## config.mk

```make
export PLATFORM = sky130hd
export DESIGN_NAME = mbs_dev_flat
export DESIGN_NICKNAME = d
export VERILOG_FILES = /design/src/hw/mbs_pkg.sv /design/src/hw/mbs_link_if.sv /design/src/hw/mbs_dev.sv /design/src/flat_wrapper.sv
export SDC_FILE = /design/constraint.sdc
export NUM_CORES = 1
export LEC_CHECK = 0
export ABC_AREA = 0
export BUFFER_PORTS_ARGS = -buffer_cell sky130_fd_sc_hd__buf_4
export CAP_MARGIN = 15
export CORE_MARGIN = 1
export CORE_UTILIZATION = 55
export CTS_CLUSTER_SIZE = 10
export DETAILED_ROUTE_END_ITERATION = 6
export PLACE_DENSITY = 0.84
export SYNTH_ARGS = -nofsm -noshare
export SYNTH_HDL_FRONTEND = slang
export SYNTH_SLANG_ARGS = --single-unit
```

## constraint.sdc

```tcl
create_clock -name clk_sys -period 2.85 [get_ports clk_sys]
set_input_delay 0.4275 -clock clk_sys [delete_from_list [all_inputs] [get_ports clk_sys]]
set_output_delay 0.4275 -clock clk_sys [all_outputs]
set_load 0.02 [all_outputs]
```

## src/hw/mbs_pkg.sv

```systemverilog
package mbs_pkg;

   // function codes and exception answers
   localparam logic [7:0]  FN_READ    = 8'h03;
   localparam logic [7:0]  FN_WRITE   = 8'h06;
   localparam logic [7:0]  FN_EXC     = 8'h80;
   localparam logic [7:0]  EX_FUNC    = 8'h01;
   localparam logic [7:0]  EX_ADDR    = 8'h02;
   localparam logic [7:0]  EX_DATA    = 8'h03;

   // limits of the register space and of one read
   localparam logic [15:0] ADDR_MAX   = 16'h57FF;
   localparam logic [16:0] ADDR_END   = 17'h05800;
   localparam logic [15:0] READ_MAX   = 16'h007D;

   // frame layout: both supported queries are six bytes plus two of check
   localparam logic [3:0]  QUERY_LEN  = 4'h8;
   localparam logic [3:0]  RX_SAT     = 4'h9;
   localparam logic [2:0]  BODY_LEN   = 3'h6;
   localparam logic [2:0]  HEAD_RD    = 3'h3;
   localparam logic [2:0]  HEAD_WR    = 3'h6;
   localparam logic [8:0]  RD_DATA0   = 9'h003;

   // crc-16, reflected polynomial, low byte sent first
   localparam logic [15:0] CRC_INIT   = 16'hFFFF;
   localparam logic [15:0] CRC_POLY   = 16'hA001;

   // master gives up on a silent slave after this many cycles
   localparam int          RESP_WAIT  = 4000;

   typedef enum logic [9:0] {
      DS_IDLE   = 10'h001,
      DS_CHECK  = 10'h002,
      DS_HEAD   = 10'h004,
      DS_RDREQ  = 10'h008,
      DS_RDWAIT = 10'h010,
      DS_RDHI   = 10'h020,
      DS_RDLO   = 10'h040,
      DS_CRCL   = 10'h080,
      DS_CRCH   = 10'h100,
      DS_SPARE  = 10'h200
   } mbs_dev_state_t;

   typedef enum logic [2:0] {
      MS_IDLE = 3'h1,
      MS_SEND = 3'h2,
      MS_WAIT = 3'h4
   } mbs_mst_state_t;

   function automatic logic [15:0] mbs_crc_byte(input logic [15:0] c, input logic [7:0] b);
      logic [15:0] x;
      x = c ^ {8'h00, b};
      for (int i = 0; i < 8; i++) begin
         x = x[0] ? ((x >> 1) ^ CRC_POLY) : (x >> 1);
      end
      return x;
   endfunction

endpackage

```

## src/hw/mbs_link_if.sv

```systemverilog
`timescale 1ns/100ps
`default_nettype none
interface mbs_link_if;
   // query bytes, master to slave
   logic       q_valid;
   logic [7:0] q_data;
   logic       q_last;
   // response bytes, slave to master
   logic       r_valid;
   logic [7:0] r_data;
   logic       r_last;

   modport dev (input q_valid, input q_data, input q_last,
                output r_valid, output r_data, output r_last);
   modport mst (output q_valid, output q_data, output q_last,
                input r_valid, input r_data, input r_last);
endinterface
`default_nettype wire

```

## src/hw/mbs_dev.sv

```systemverilog
// Operation
// RULE1: unsupported function code never touches registers
// RULE2: read accepts up to 125 registers
// RULE3: registers are 16 bits, read whole
// RULE4: master reads paired halves in one query
// RULE5: multi-register read walks addresses upward
// RULE6: read query: slave, 03h, start address hi-lo
// RULE7: then 16-bit count, high byte first
// RULE8: frames end with crc, low byte first
// RULE9: read answer echoes header, byte count twice registers
// RULE10: read data high then low, ascending
// RULE11: 06h writes one 16-bit register
// RULE12: write query: slave, code, address, value
// RULE13: master writes paired halves with 10h; the device here answers 10h with code 01h
// RULE14: write answer echoes the query exactly
// RULE15: exception answer adds 80h to function
// RULE16: bad address range gives code 02h
// RULE17: zero count or bad length gives 03h
// RULE18: unsupported function gives code 01h
`timescale 1ns/100ps
`default_nettype none
module mbs_dev (
   // clock and reset
   input  wire logic        clk_sys,
   input  wire logic        rst,
   // link to the master
   mbs_link_if.dev          lk,
   // own station address, held steady
   input  wire logic [7:0]  slave_addr,
   // register port of the unit
   output logic             reg_rd_req,
   output logic             reg_wr_req,
   output logic [15:0]      reg_addr,
   output logic [15:0]      reg_wdata,
   input  wire logic [15:0] reg_rd_data,
   input  wire logic        reg_rd_valid,
   // status
   output logic             busy
);

   typedef struct packed {
      mbs_pkg::mbs_dev_state_t st;
      logic [7:0][7:0]         qbuf;
      logic [3:0]              rx_n;
      logic [15:0]             crc;
      logic [2:0]              txi;
      logic [2:0]              hlen;
      logic [15:0]             ptr;
      logic [6:0]              left;
      logic [15:0]             rword;
      logic                    r_valid;
      logic [7:0]              r_data;
      logic                    r_last;
      logic                    rd_req;
      logic                    wr_req;
      logic [15:0]             reg_addr;
      logic [15:0]             reg_wdata;
      logic                    busy;
   } mbs_dev_t;

   mbs_dev_t s_reg;
   mbs_dev_t s_next;

   logic [7:0]  fn;
   logic [15:0] qa;
   logic [15:0] qw;
   logic [16:0] qend;
   logic [7:0]  tb;
   logic        emit;
   logic [7:0]  exc_code;
   logic        exc;

   always_comb begin
      s_next          = s_reg;
      s_next.r_valid  = 1'b0;
      s_next.r_last   = 1'b0;
      s_next.rd_req   = 1'b0;
      s_next.wr_req   = 1'b0;
      fn              = s_reg.qbuf[1];
      qa              = {s_reg.qbuf[2], s_reg.qbuf[3]};
      qw              = {s_reg.qbuf[4], s_reg.qbuf[5]};
      qend            = {1'b0, qa} + {1'b0, qw};
      tb              = 8'h00;
      emit            = 1'b0;
      exc_code        = 8'h00;
      exc             = 1'b0;
      case (s_reg.st)
         mbs_pkg::DS_IDLE: begin
            // queries arriving while an answer is going out are dropped whole
            if (lk.q_valid) begin
               s_next.crc = mbs_pkg::mbs_crc_byte(s_reg.crc, lk.q_data); // RULE8
               if (s_reg.rx_n < mbs_pkg::QUERY_LEN) begin
                  s_next.qbuf[s_reg.rx_n[2:0]] = lk.q_data; // RULE6 RULE7 RULE12
               end
               if (s_reg.rx_n != mbs_pkg::RX_SAT) begin
                  s_next.rx_n = s_reg.rx_n + 4'h1;
               end
               if (lk.q_last) begin
                  s_next.st   = mbs_pkg::DS_CHECK;
                  s_next.busy = 1'b1;
               end
            end
         end
         mbs_pkg::DS_CHECK: begin
            s_next.rx_n      = 4'h0;
            s_next.crc       = mbs_pkg::CRC_INIT;
            s_next.txi       = 3'h0;
            s_next.left      = 7'h00;
            s_next.ptr       = qa;
            s_next.reg_addr  = qa;
            s_next.reg_wdata = qw;
            // a residue of zero means the received check value matched
            if (s_reg.crc != 16'h0000 || s_reg.qbuf[0] != slave_addr) begin // RULE8
               s_next.st   = mbs_pkg::DS_IDLE;
               s_next.busy = 1'b0;
            end else if (fn != mbs_pkg::FN_READ && fn != mbs_pkg::FN_WRITE) begin
               exc      = 1'b1; // RULE1
               exc_code = mbs_pkg::EX_FUNC; // RULE18
            end else if (s_reg.rx_n != mbs_pkg::QUERY_LEN) begin
               exc      = 1'b1;
               exc_code = mbs_pkg::EX_DATA; // RULE17
            end else if (fn == mbs_pkg::FN_READ
                         && (qw == 16'h0000 || qw > mbs_pkg::READ_MAX)) begin // RULE2
               exc      = 1'b1;
               exc_code = mbs_pkg::EX_DATA; // RULE17
            end else if (qa > mbs_pkg::ADDR_MAX
                         || (fn == mbs_pkg::FN_READ && qend >= mbs_pkg::ADDR_END)) begin
               exc      = 1'b1;
               exc_code = mbs_pkg::EX_ADDR; // RULE16
            end else if (fn == mbs_pkg::FN_WRITE) begin
               // the echo is the stored query, so its check value repeats too
               s_next.wr_req = 1'b1; // RULE11
               s_next.hlen   = mbs_pkg::HEAD_WR; // RULE14
               s_next.st     = mbs_pkg::DS_HEAD;
            end else begin
               s_next.qbuf[2] = {qw[6:0], 1'b0}; // RULE9
               s_next.left    = qw[6:0];
               s_next.hlen    = mbs_pkg::HEAD_RD;
               s_next.st      = mbs_pkg::DS_HEAD;
            end
            if (exc) begin
               s_next.qbuf[1] = fn | mbs_pkg::FN_EXC; // RULE15
               s_next.qbuf[2] = exc_code;
               s_next.hlen    = mbs_pkg::HEAD_RD;
               s_next.st      = mbs_pkg::DS_HEAD;
            end
         end
         mbs_pkg::DS_HEAD: begin
            tb         = s_reg.qbuf[s_reg.txi]; // RULE9 RULE14
            emit       = 1'b1;
            s_next.txi = s_reg.txi + 3'h1;
            if (s_reg.txi == s_reg.hlen - 3'h1) begin
               s_next.st = (s_reg.left != 7'h00) ? mbs_pkg::DS_RDREQ : mbs_pkg::DS_CRCL;
            end
         end
         mbs_pkg::DS_RDREQ: begin
            s_next.rd_req   = 1'b1;
            s_next.reg_addr = s_reg.ptr; // RULE5
            s_next.st       = mbs_pkg::DS_RDWAIT;
         end
         mbs_pkg::DS_RDWAIT: begin
            // the unit may take any number of cycles to answer
            if (reg_rd_valid) begin
               s_next.rword = reg_rd_data; // RULE3
               s_next.st    = mbs_pkg::DS_RDHI;
            end
         end
         mbs_pkg::DS_RDHI: begin
            tb        = s_reg.rword[15:8]; // RULE10
            emit      = 1'b1;
            s_next.st = mbs_pkg::DS_RDLO;
         end
         mbs_pkg::DS_RDLO: begin
            tb          = s_reg.rword[7:0]; // RULE10
            emit        = 1'b1;
            s_next.ptr  = s_reg.ptr + 16'h0001; // RULE5
            s_next.left = s_reg.left - 7'h01;
            s_next.st   = (s_reg.left == 7'h01) ? mbs_pkg::DS_CRCL : mbs_pkg::DS_RDREQ;
         end
         mbs_pkg::DS_CRCL: begin
            s_next.r_valid = 1'b1;
            s_next.r_data  = s_reg.crc[7:0]; // RULE8
            s_next.st      = mbs_pkg::DS_CRCH;
         end
         mbs_pkg::DS_CRCH: begin
            s_next.r_valid = 1'b1;
            s_next.r_data  = s_reg.crc[15:8]; // RULE8
            s_next.r_last  = 1'b1;
            s_next.crc     = mbs_pkg::CRC_INIT;
            s_next.busy    = 1'b0;
            s_next.st      = mbs_pkg::DS_IDLE;
         end
         default: begin
            s_next.crc  = mbs_pkg::CRC_INIT;
            s_next.rx_n = 4'h0;
            s_next.busy = 1'b0;
            s_next.st   = mbs_pkg::DS_IDLE;
         end
      endcase
      if (emit) begin
         s_next.r_valid = 1'b1;
         s_next.r_data  = tb;
         s_next.crc     = mbs_pkg::mbs_crc_byte(s_reg.crc, tb); // RULE8
      end
   end

   always_ff @(posedge clk_sys) begin
      if (rst) begin
         s_reg      <= '0;
         s_reg.st   <= mbs_pkg::DS_IDLE;
         s_reg.crc  <= mbs_pkg::CRC_INIT;
         s_reg.hlen <= mbs_pkg::HEAD_RD;
      end else begin
         s_reg <= s_next;
      end
   end

   assign lk.r_valid = s_reg.r_valid;
   assign lk.r_data  = s_reg.r_data;
   assign lk.r_last  = s_reg.r_last;
   assign reg_rd_req = s_reg.rd_req;
   assign reg_wr_req = s_reg.wr_req;
   assign reg_addr   = s_reg.reg_addr;
   assign reg_wdata  = s_reg.reg_wdata;
   assign busy       = s_reg.busy;

endmodule // mbs_dev
`default_nettype wire

```

## src/flat_wrapper.sv

```systemverilog
// flat-port wrapper written by rule: the top's interface ports become plain ports
module mbs_dev_flat 
  (clk_sys, rst, slave_addr, reg_rd_req, reg_wr_req, reg_addr, reg_wdata, reg_rd_data, reg_rd_valid, busy, lk_q_valid, lk_q_data, lk_q_last, lk_r_valid, lk_r_data, lk_r_last);
  mbs_link_if lk_i ();
  input  wire logic clk_sys;
  input  wire logic rst;
  input  wire logic [7:0] slave_addr;
  output logic reg_rd_req;
  output logic reg_wr_req;
  output logic [15:0] reg_addr;
  output logic [15:0] reg_wdata;
  input  wire logic [15:0] reg_rd_data;
  input  wire logic reg_rd_valid;
  output logic busy;
  input wire logic [$bits(lk_i.q_valid)-1:0] lk_q_valid;
  input wire logic [$bits(lk_i.q_data)-1:0] lk_q_data;
  input wire logic [$bits(lk_i.q_last)-1:0] lk_q_last;
  output wire logic [$bits(lk_i.r_valid)-1:0] lk_r_valid;
  output wire logic [$bits(lk_i.r_data)-1:0] lk_r_data;
  output wire logic [$bits(lk_i.r_last)-1:0] lk_r_last;
  assign lk_i.q_valid = lk_q_valid;
  assign lk_i.q_data = lk_q_data;
  assign lk_i.q_last = lk_q_last;
  assign lk_r_valid = lk_i.r_valid;
  assign lk_r_data = lk_i.r_data;
  assign lk_r_last = lk_i.r_last;
  mbs_dev u_core (.clk_sys(clk_sys), .rst(rst), .lk(lk_i), .slave_addr(slave_addr), .reg_rd_req(reg_rd_req), .reg_wr_req(reg_wr_req), .reg_addr(reg_addr), .reg_wdata(reg_wdata), .reg_rd_data(reg_rd_data), .reg_rd_valid(reg_rd_valid), .busy(busy));
endmodule
```

# After elaboration in Yosys (flattened, before gate mapping)
# Index checks and enable logic that the tools add are counted.
word_totals:
  reg_bits: 184
  latch_bits: 0
  ram_bits: 0
  romBits: 0
  input_bits: 37
  mem_count: 0
op_classes:
  n_addsub: 6
  multipliers: 0
  div_mod_pow: 0
  n_lt_le_gt_ge: 7
  n_eq_ne: 43
  n_shift: 0
  muxes: 85
  bitwise_logic: 21
  reduce_logical: 29
ops:
  columns: ["cell", "count"]
  rows:
  - ["16-bit two-way mux", 18]
  - ["8-bit two-way mux", 14]
  - ["16-bit case mux with 2 select lines", 3]
  - ["94-bit two-way mux", 1]
  - ["10-bit two-way mux", 9]
  - ["10-bit case mux with 8 select lines", 1]
  - ["64-bit bitwise mux", 1]
  - ["64-bit two-way mux", 1]
  - ["2-bit inverter with 3-bit output", 16]
  - ["23-bit case mux with 2 select lines", 1]
  - ["7-bit two-way mux", 6]
  - ["16-bit by 8-bit XOR with 16-bit output", 2]
  - ["8-bit binary-select mux with 3-bit select", 1]
  - ["8-bit demux with 3-bit select", 1]
  - ["8-bit case mux with 3 select lines", 1]
  - ["3-bit two-way mux", 7]
  - ["3-bit != test, second input constant", 6]
  - ["9-bit case mux with 2 select lines", 1]
  - ["16-bit by 16-bit adder with 17-bit output", 1]
  - ["17-bit by 15-bit >= comparator with 1-bit output, second input constant", 1]
  - ["16-bit by 1-bit adder with 16-bit output, second input constant", 1]
  - ["16-bit by 15-bit greater-than comparator with 1-bit output, second input constant", 1]
  - ["16-bit by 7-bit greater-than comparator with 1-bit output, second input constant", 1]
  - ["16-bit zero test", 1]
  - ["other kinds (51)", 95]

# Logic depth before layout (Yosys ltp)
depth:
  word_depth: 21
  depth_mapped: 12

# Least setup slack after synthesis
# OpenSTA, ideal clock, no wires.
synth_path:
  kind: "register -> register"
  start: "register u_core.s_reg[87] (netlist name)"
  end: "register u_core.s_reg[90] (netlist name)"
  arrival_ps: 2837
  required_time_ps: 2724
  slack_ps: -113
  stages_incl_launch_ff: 10
  period_less_slack_ps: 2963
  cell_sequence: "dfxtp_1 > buf_6 > mux4_2 > mux2_2 > a222oi_1 > xnor3_1 > xor2_1 > xnor3_1 > xor2_1 > o21ai_1"
synth_via:
  elab_chain_len: 14
  word_cells_on_any_way: 20
  cone_classes: "mux: 12; bitwise: 8"
synth_rtl:
  columns: ["item", "line", "text"]
  rows:
  - ["start: declaration", "mbs_dev.sv:61", "mbs_dev_t s_reg;"]
  - ["start signal: assignment", "mbs_dev.sv:214", "s_reg <= s_next;"]
  - ["8-bit binary-select mux with 3-bit select (*)", "mbs_dev.sv:149", "tb = s_reg.qbuf[s_reg.txi];"]
  - ["8-bit two-way mux (implied by the code) (*)", "mbs_dev.sv:149", null]
  - ["8-bit case mux with 3 select lines (*)", "mbs_dev.sv:87", "case (s_reg.st)"]
  - ["16-bit by 8-bit XOR with 16-bit output (*)", "mbs_pkg.sv:52", "x = c ^ {8'h00, b};"]
  - ["16-bit two-way mux (*) (6 in a row)", "mbs_pkg.sv:54", "x = x[0] ? ((x >> 1) ^ CRC_POLY) : (x >> 1);"]
  - ["2-bit inverter with 3-bit output (no source line) or 16-bit two-way mux (tied branches)", null, null]
  - ["16-bit two-way mux (*) (2 in a row)", "mbs_pkg.sv:54", null]
  - ["16-bit two-way mux (*)", "mbs_dev.sv:200", "if (emit) begin"]
# Every way passes the cells marked *; elsewhere a longest branch is shown, timed or not. The select of a mux whose other input is x is not followed.
# A chain may end at the register's enable or synchronous reset.

# Final worst setup path
layout_path:
  start: "register u_core.s_reg (netlist bit u_core.qw[4])"
  end: "register u_core.s_reg (netlist bit u_core.qa[10])"
layout_via:
  elab_chain_len: 12
  word_cells_on_any_way: 23
  cone_classes: "add/sub: 1; order compare: 2; eq/ne: 6; mux: 8; reduce/logical: 6"
layout_rtl:
  columns: ["item", "line", "text"]
  rows:
  - ["16-bit by 16-bit adder with 17-bit output", "mbs_dev.sv:82", "qend = {1'b0, qa} + {1'b0, qw};"]
  - ["17-bit by 15-bit >= comparator with 1-bit output", "mbs_dev.sv:127", "|| (fn == mbs_pkg::FN_READ && qend >= mbs_pkg::ADDR_END)) begin"]
  - ["1-bit logical AND", "mbs_dev.sv:127", null]
  - ["1-bit logical OR", "mbs_dev.sv:127", null]
  - ["1-bit two-way mux", "mbs_dev.sv:126", "end else if (qa > mbs_pkg::ADDR_MAX"]
  - ["1-bit two-way mux", "mbs_dev.sv:122", "end else if (fn == mbs_pkg::FN_READ"]
  - ["1-bit two-way mux", "mbs_dev.sv:119", "end else if (s_reg.rx_n != mbs_pkg::QUERY_LEN) begin"]
  - ["1-bit two-way mux", "mbs_dev.sv:116", "end else if (fn != mbs_pkg::FN_READ && fn != mbs_pkg::FN_WRITE) begin"]
  - ["1-bit two-way mux", "mbs_dev.sv:113", "if (s_reg.crc != 16'h0000 || s_reg.qbuf[0] != slave_addr) begin"]
  - ["1-bit two-way mux", "mbs_dev.sv:87", null]
  - ["3-bit != test (no source line) or 16-bit two-way mux (tied branches)", null, null]
  - ["9-bit AND reduction (no source line) or 16-bit case mux with 2 select lines (tied branches)", null, null]
# Parallel ways exist; a longest one is shown, timed or not. The select of a mux whose other input is x is not followed.

==> results_tabular.tex <==
\begin{tabular}{lr}
\hline
Metric & Value \\
\hline
\multicolumn{2}{l}{\textbf{Status}} \\
Result of the run & finished with violations \\
Violated checks & negative setup slack \\
\multicolumn{2}{l}{\textbf{Global routing}} \\
Wire length of the first global-routing pass & 48.6 mm \\
Leftover overflow at the end of global routing & 0 \\
Antenna violations before repair & 0 \\
Largest net degree at the start of global routing & 77 \\
Global Route Usage Sum & 34.8\% \\
Via count of the first global-routing pass & 8,980 \\
\multicolumn{2}{l}{\textbf{Clock network}} \\
Root buf cell & clkbuf\_16 \\
H-tree level count & 4 \\
Worst-skew pair later-pin latency & 0.45 ns \\
CTS Sinks & 182 \\
CTS clk-pin slew, worst paths & 0.07 ns \\
Number of buffers on the longest clock path & 2 \\
Hold-fix buffers at CTS & 0 \\
Clock tree from TritonCTS & yes \\
Inserted Clock Buffers & 17 \\
\multicolumn{2}{l}{\textbf{Logic synthesis}} \\
Synthesized-area fraction occupied by and/or/nand/nor cells & 22.6\% \\
Multiplexer share of the synthesized area & 6.40\% \\
Xor/xnor cell area share of the yosys netlist & 5.62\% \\
Post-synth design cell area & 9750 sq um \\
Fraction of synthesis flops using an asynchronous set or reset pin & 0\% \\
Count of yosys warnings during synthesis & 0 \\
Syn\_area\_per\_cell & 8.07 sq um \\
Synth area leaders & dfxtp\_1 (37\%), nand2\_1 (9.4\%), a21oi\_1 (6.2\%), xnor2\_1 (3.7\%), mux2i\_1 (3.3\%) \\
Area share of the largest cell type after synthesis & 37.4\% \\
EDFF count, synth & 0 \\
Proportion of synthesized chip area in sequential cells & 37.4\% \\
Number of instances in the synthesized netlist & 1,208 \\
Adder-cell share of the synthesized area & 3.03\% \\
Unique cell type count in the Yosys netlist & 69 \\
Leading area contributor after synthesis & dfxtp\_1 \\
Largest family of logic cells by synthesized area & simple AND/OR/NAND/NOR gates \\
Synth Flop Type & dfxtp\_1 \\
Flip-flop and latch count after synthesis & 182 \\
Compound-cell area share of the yosys netlist & 18.0\% \\
Net count after synthesis & 1,268 \\
\multicolumn{2}{l}{\textbf{Place}} \\
Placed wire-length estimate & 22.0 mm \\
IO buf count & 81 \\
Routability cong. & 1.03 \\
Post-placement cell area & 11,000 sq um \\
Cell Count Post-Placement & 1,517 \\
\multicolumn{2}{l}{\textbf{STA}} \\
Relative max-transition margin & 42.6\% \\
Max-slew violation count & 0 \\
Slew @ Worst Pin & 0.858 ns \\
Setup violators final & 19 \\
Worst Hold Margin & 0.245 ns \\
Minimum period implied by the final worst setup slack & 3.09 ns \\
Clk\_skew & 0.0102 ns \\
Upper clock frequency limit & 0.323 GHz \\
Period utilization & 109\% \\
Slack of the critical path & -0.243 ns \\
Number of endpoints with negative hold slack in the final report & 0 \\
Setup repair after global routing missed its margin & true \\
\multicolumn{2}{l}{\textbf{Power and ir drop}} \\
Peak supply drop & 0.504 mV \\
Cell leakage power & 0.00445 uW \\
Power Dens Cells & 633 nW/um\^{}2 \\
\multicolumn{2}{l}{\textbf{Setup path}} \\
Critical Path Fanout Max & 7 \\
Worst setup EP type & flop \\
Cell seen most often among critical-path stages & o211ai\_1 \\
Critical Path, Cell by Cell & ha\_4 -> o211ai\_1 -> o211ai\_1 -> a221oi\_2 -> buf\_4 -> o211ai\_1 -> a21bo\_2 -> or4\_4 -> a21o\_4 -> a211o\_4 -> o41ai\_2 \\
R2R Path End & u\_core.qa[10]\$\_SDFFE\_PP0P\_ \\
WS Path Type & reg2reg \\
Startpoint of the worst register-to-register path & u\_core.qw[4]\$\_SDFFE\_PP0P\_ \\
Cell with the largest stage delay on the worst path & or4\_4 \\
Kind of launch point of the worst setup path & flop \\
Worst setup slack for register-to-register paths & -0.24 ns \\
Reg2Reg Depth & 11 \\
Stage delay of the slowest cell on the critical path & 0.43 ns \\
Critical path data required time & 3.20 ns \\
WP data arrival & 3.44 ns \\
\multicolumn{2}{l}{\textbf{Routing}} \\
DRT antenna net count & 0 \\
1st-pass router iterations & 5 \\
Total wirelength of the detailed-routed design & 32.2 mm \\
Total DRC errors in the routed layout & 0 \\
Avg Vias per Cell & 6.36 \\
Routed WL per cell & 20.7 um \\
Initial DRC Count & 1,053 \\
Via Count & 9,915 \\
\multicolumn{2}{l}{\textbf{Floorplanning}} \\
Number of ports placed on the die boundary & 82 \\
Core outline area & 17,300 sq um \\
Die outline area & 18,300 sq um \\
Die Span Y & 135 um \\
FP Rows & 48 \\
Horizontal die dimension & 135 um \\
Effective utilization at floorplan & 56.4\% \\
\multicolumn{2}{l}{\textbf{Layout}} \\
Total Nets Final & 1,380 \\
Area added between synthesis and finish & 23.4\% \\
Largest register FFs & 97 \\
Antenna diode count & 0 \\
Number of inserted filler cells in the final layout & 1,280 \\
Layout cells sized above 1 & 24.6\% \\
Area of all placed cells without fillers & 12,000 sq um \\
Non-filler cells, final & 1,558 \\
\multicolumn{2}{l}{\textbf{Min path}} \\
Worst hold endpoint & u\_core.s\_reg[56]\$\_SDFFE\_PP0P\_ \\
Hold\_sp & reg\_rd\_data[11] \\
Count of cells along the worst hold path & 3 \\
Type of the most critical hold path & in2reg \\
\multicolumn{2}{l}{\textbf{Flow run}} \\
\# Max-Cap Violations & 0 \\
\hline
\end{tabular}
[synth_stat cells (12+ instances only)]
library cell	number
a211oi_1	15
a21oi_1	120
a31oi_1	43
buf_4	40
clkbuf_1	63
dfxtp_1	182
ha_1	22
inv_1	19
mux2i_1	32
mux4_2	13
nand2_1	244
nand3_1	38
nand4_1	12
nor2_1	80
nor3_1	26
o21ai_0	48
xnor2_1	41
xor2_1	12
[layout by cell type, fill, tap and decap left out, types with 11 or more instances in the layout]
cell / n
nand2_1: 244
buf_4: 200
dfxtp_1: 168
a21oi_1: 117
nor2_1: 79
a31oi_1: 43
o21ai_0: 42
nand3_1: 38
xnor2_1: 37
mux2i_1: 32
nor3_1: 25
inv_1: 19
clkbuf_16: 18
mux4_2: 13
ha_1: 13
nand4_1: 12
a211oi_1: 12
dfxtp_2: 12
nand3b_1: 11
[repair_timing]
| action | CTS | global route |
|---|---|---|
| cloned | 0 | 1 |
| setup endpoints to repair | 21 | 31 |
| pin swaps | 7 | 13 |
| gates resized for setup | 39 | 36 |
| buffers inserted | 5 | 5 |
[area by class of cell]
class	instances	area, sq um	area share (%)
timing repair buffer	207	1630	13.5
clock inverter	12	119	0.987
sequential	182	3670	30.5
inverter	20	75.1	0.624
multi-input combinational	892	5800	48.2
clock buffer	20	467	3.88
tap	225	282	2.34
[cells by family after synthesis]
| kind of cell | Yosys count |
|---|---|
| flops | 182 |
| simple gates | 478 |
| fa+ha+maj | 23 |
| buf+inv | 134 |
| compound gates | 288 |
| mux | 46 |
| xor+xnor | 57 |
[power breakdown]
part           switching [uW]  total [uW]  internal (uW)
combinational            1240        2280           1040
clock                    1090        2390           1290
sequential                255        2960           2700
[routing by layer]
metal	part of all wire, %	global-route usage (%)	wire (um)
met1	39	45.9	12700
met4	5.4	18.4	1740
met2	44	52.6	14200
met3	11	8.23	3550
met5	0	0	0
[critical path, delay by kind of cell (launching register included)]
family / cells / cell delay (ns)
AO/OA/AOI/OAI: 8 / 1.75
AND/OR/NAND/NOR: 1 / 0.43
flip-flops: 1 / 0.36
adder cells (fa/ha/maj): 1 / 0.28
buffers and inverters: 1 / 0.17
[worst max path at each step]
stage / from / end / cells after the start
final: u_core.qw[4]$_SDFFE_PP0P_ / u_core.qa[10]$_SDFFE_PP0P_ / 11
after global routing: u_core.qw[4]$_SDFFE_PP0P_ / u_core.qa[13]$_SDFFE_PP0P_ / 11
after detailed placement: u_core.s_reg[88]$_SDFFE_PP0P_ / u_core.s_reg[90]$_SDFFE_PP1P_ / 9
after global placement: u_core.s_reg[88]$_SDFFE_PP0P_ / u_core.s_reg[90]$_SDFFE_PP1P_ / 9
after floorplan: u_core.qw[0]$_SDFFE_PP0P_ / u_core.qa[14]$_SDFFE_PP0P_ / 11
after CTS: u_core.qa[3]$_SDFFE_PP0P_ / u_core.qa[10]$_SDFFE_PP0P_ / 11
[through the flow]
stage	utilization, %	TNS (ns)	power, uW	setup slack [ns]
6_report	69.6	-2.38	7630	-0.243
5_1_grt	69.6	-3.52	7900	-0.275
3_3_place_gp	63.5	-1.03	5000	-0.153
2_1_floorplan	-	-0.00541	4380	-0.000906
4_1_cts	68.2	-0.713	7440	-0.129
3_5_place_dp	63.5	-2.14	5050	-0.310
No activity file was read; power rests on OpenSTA's default activity.
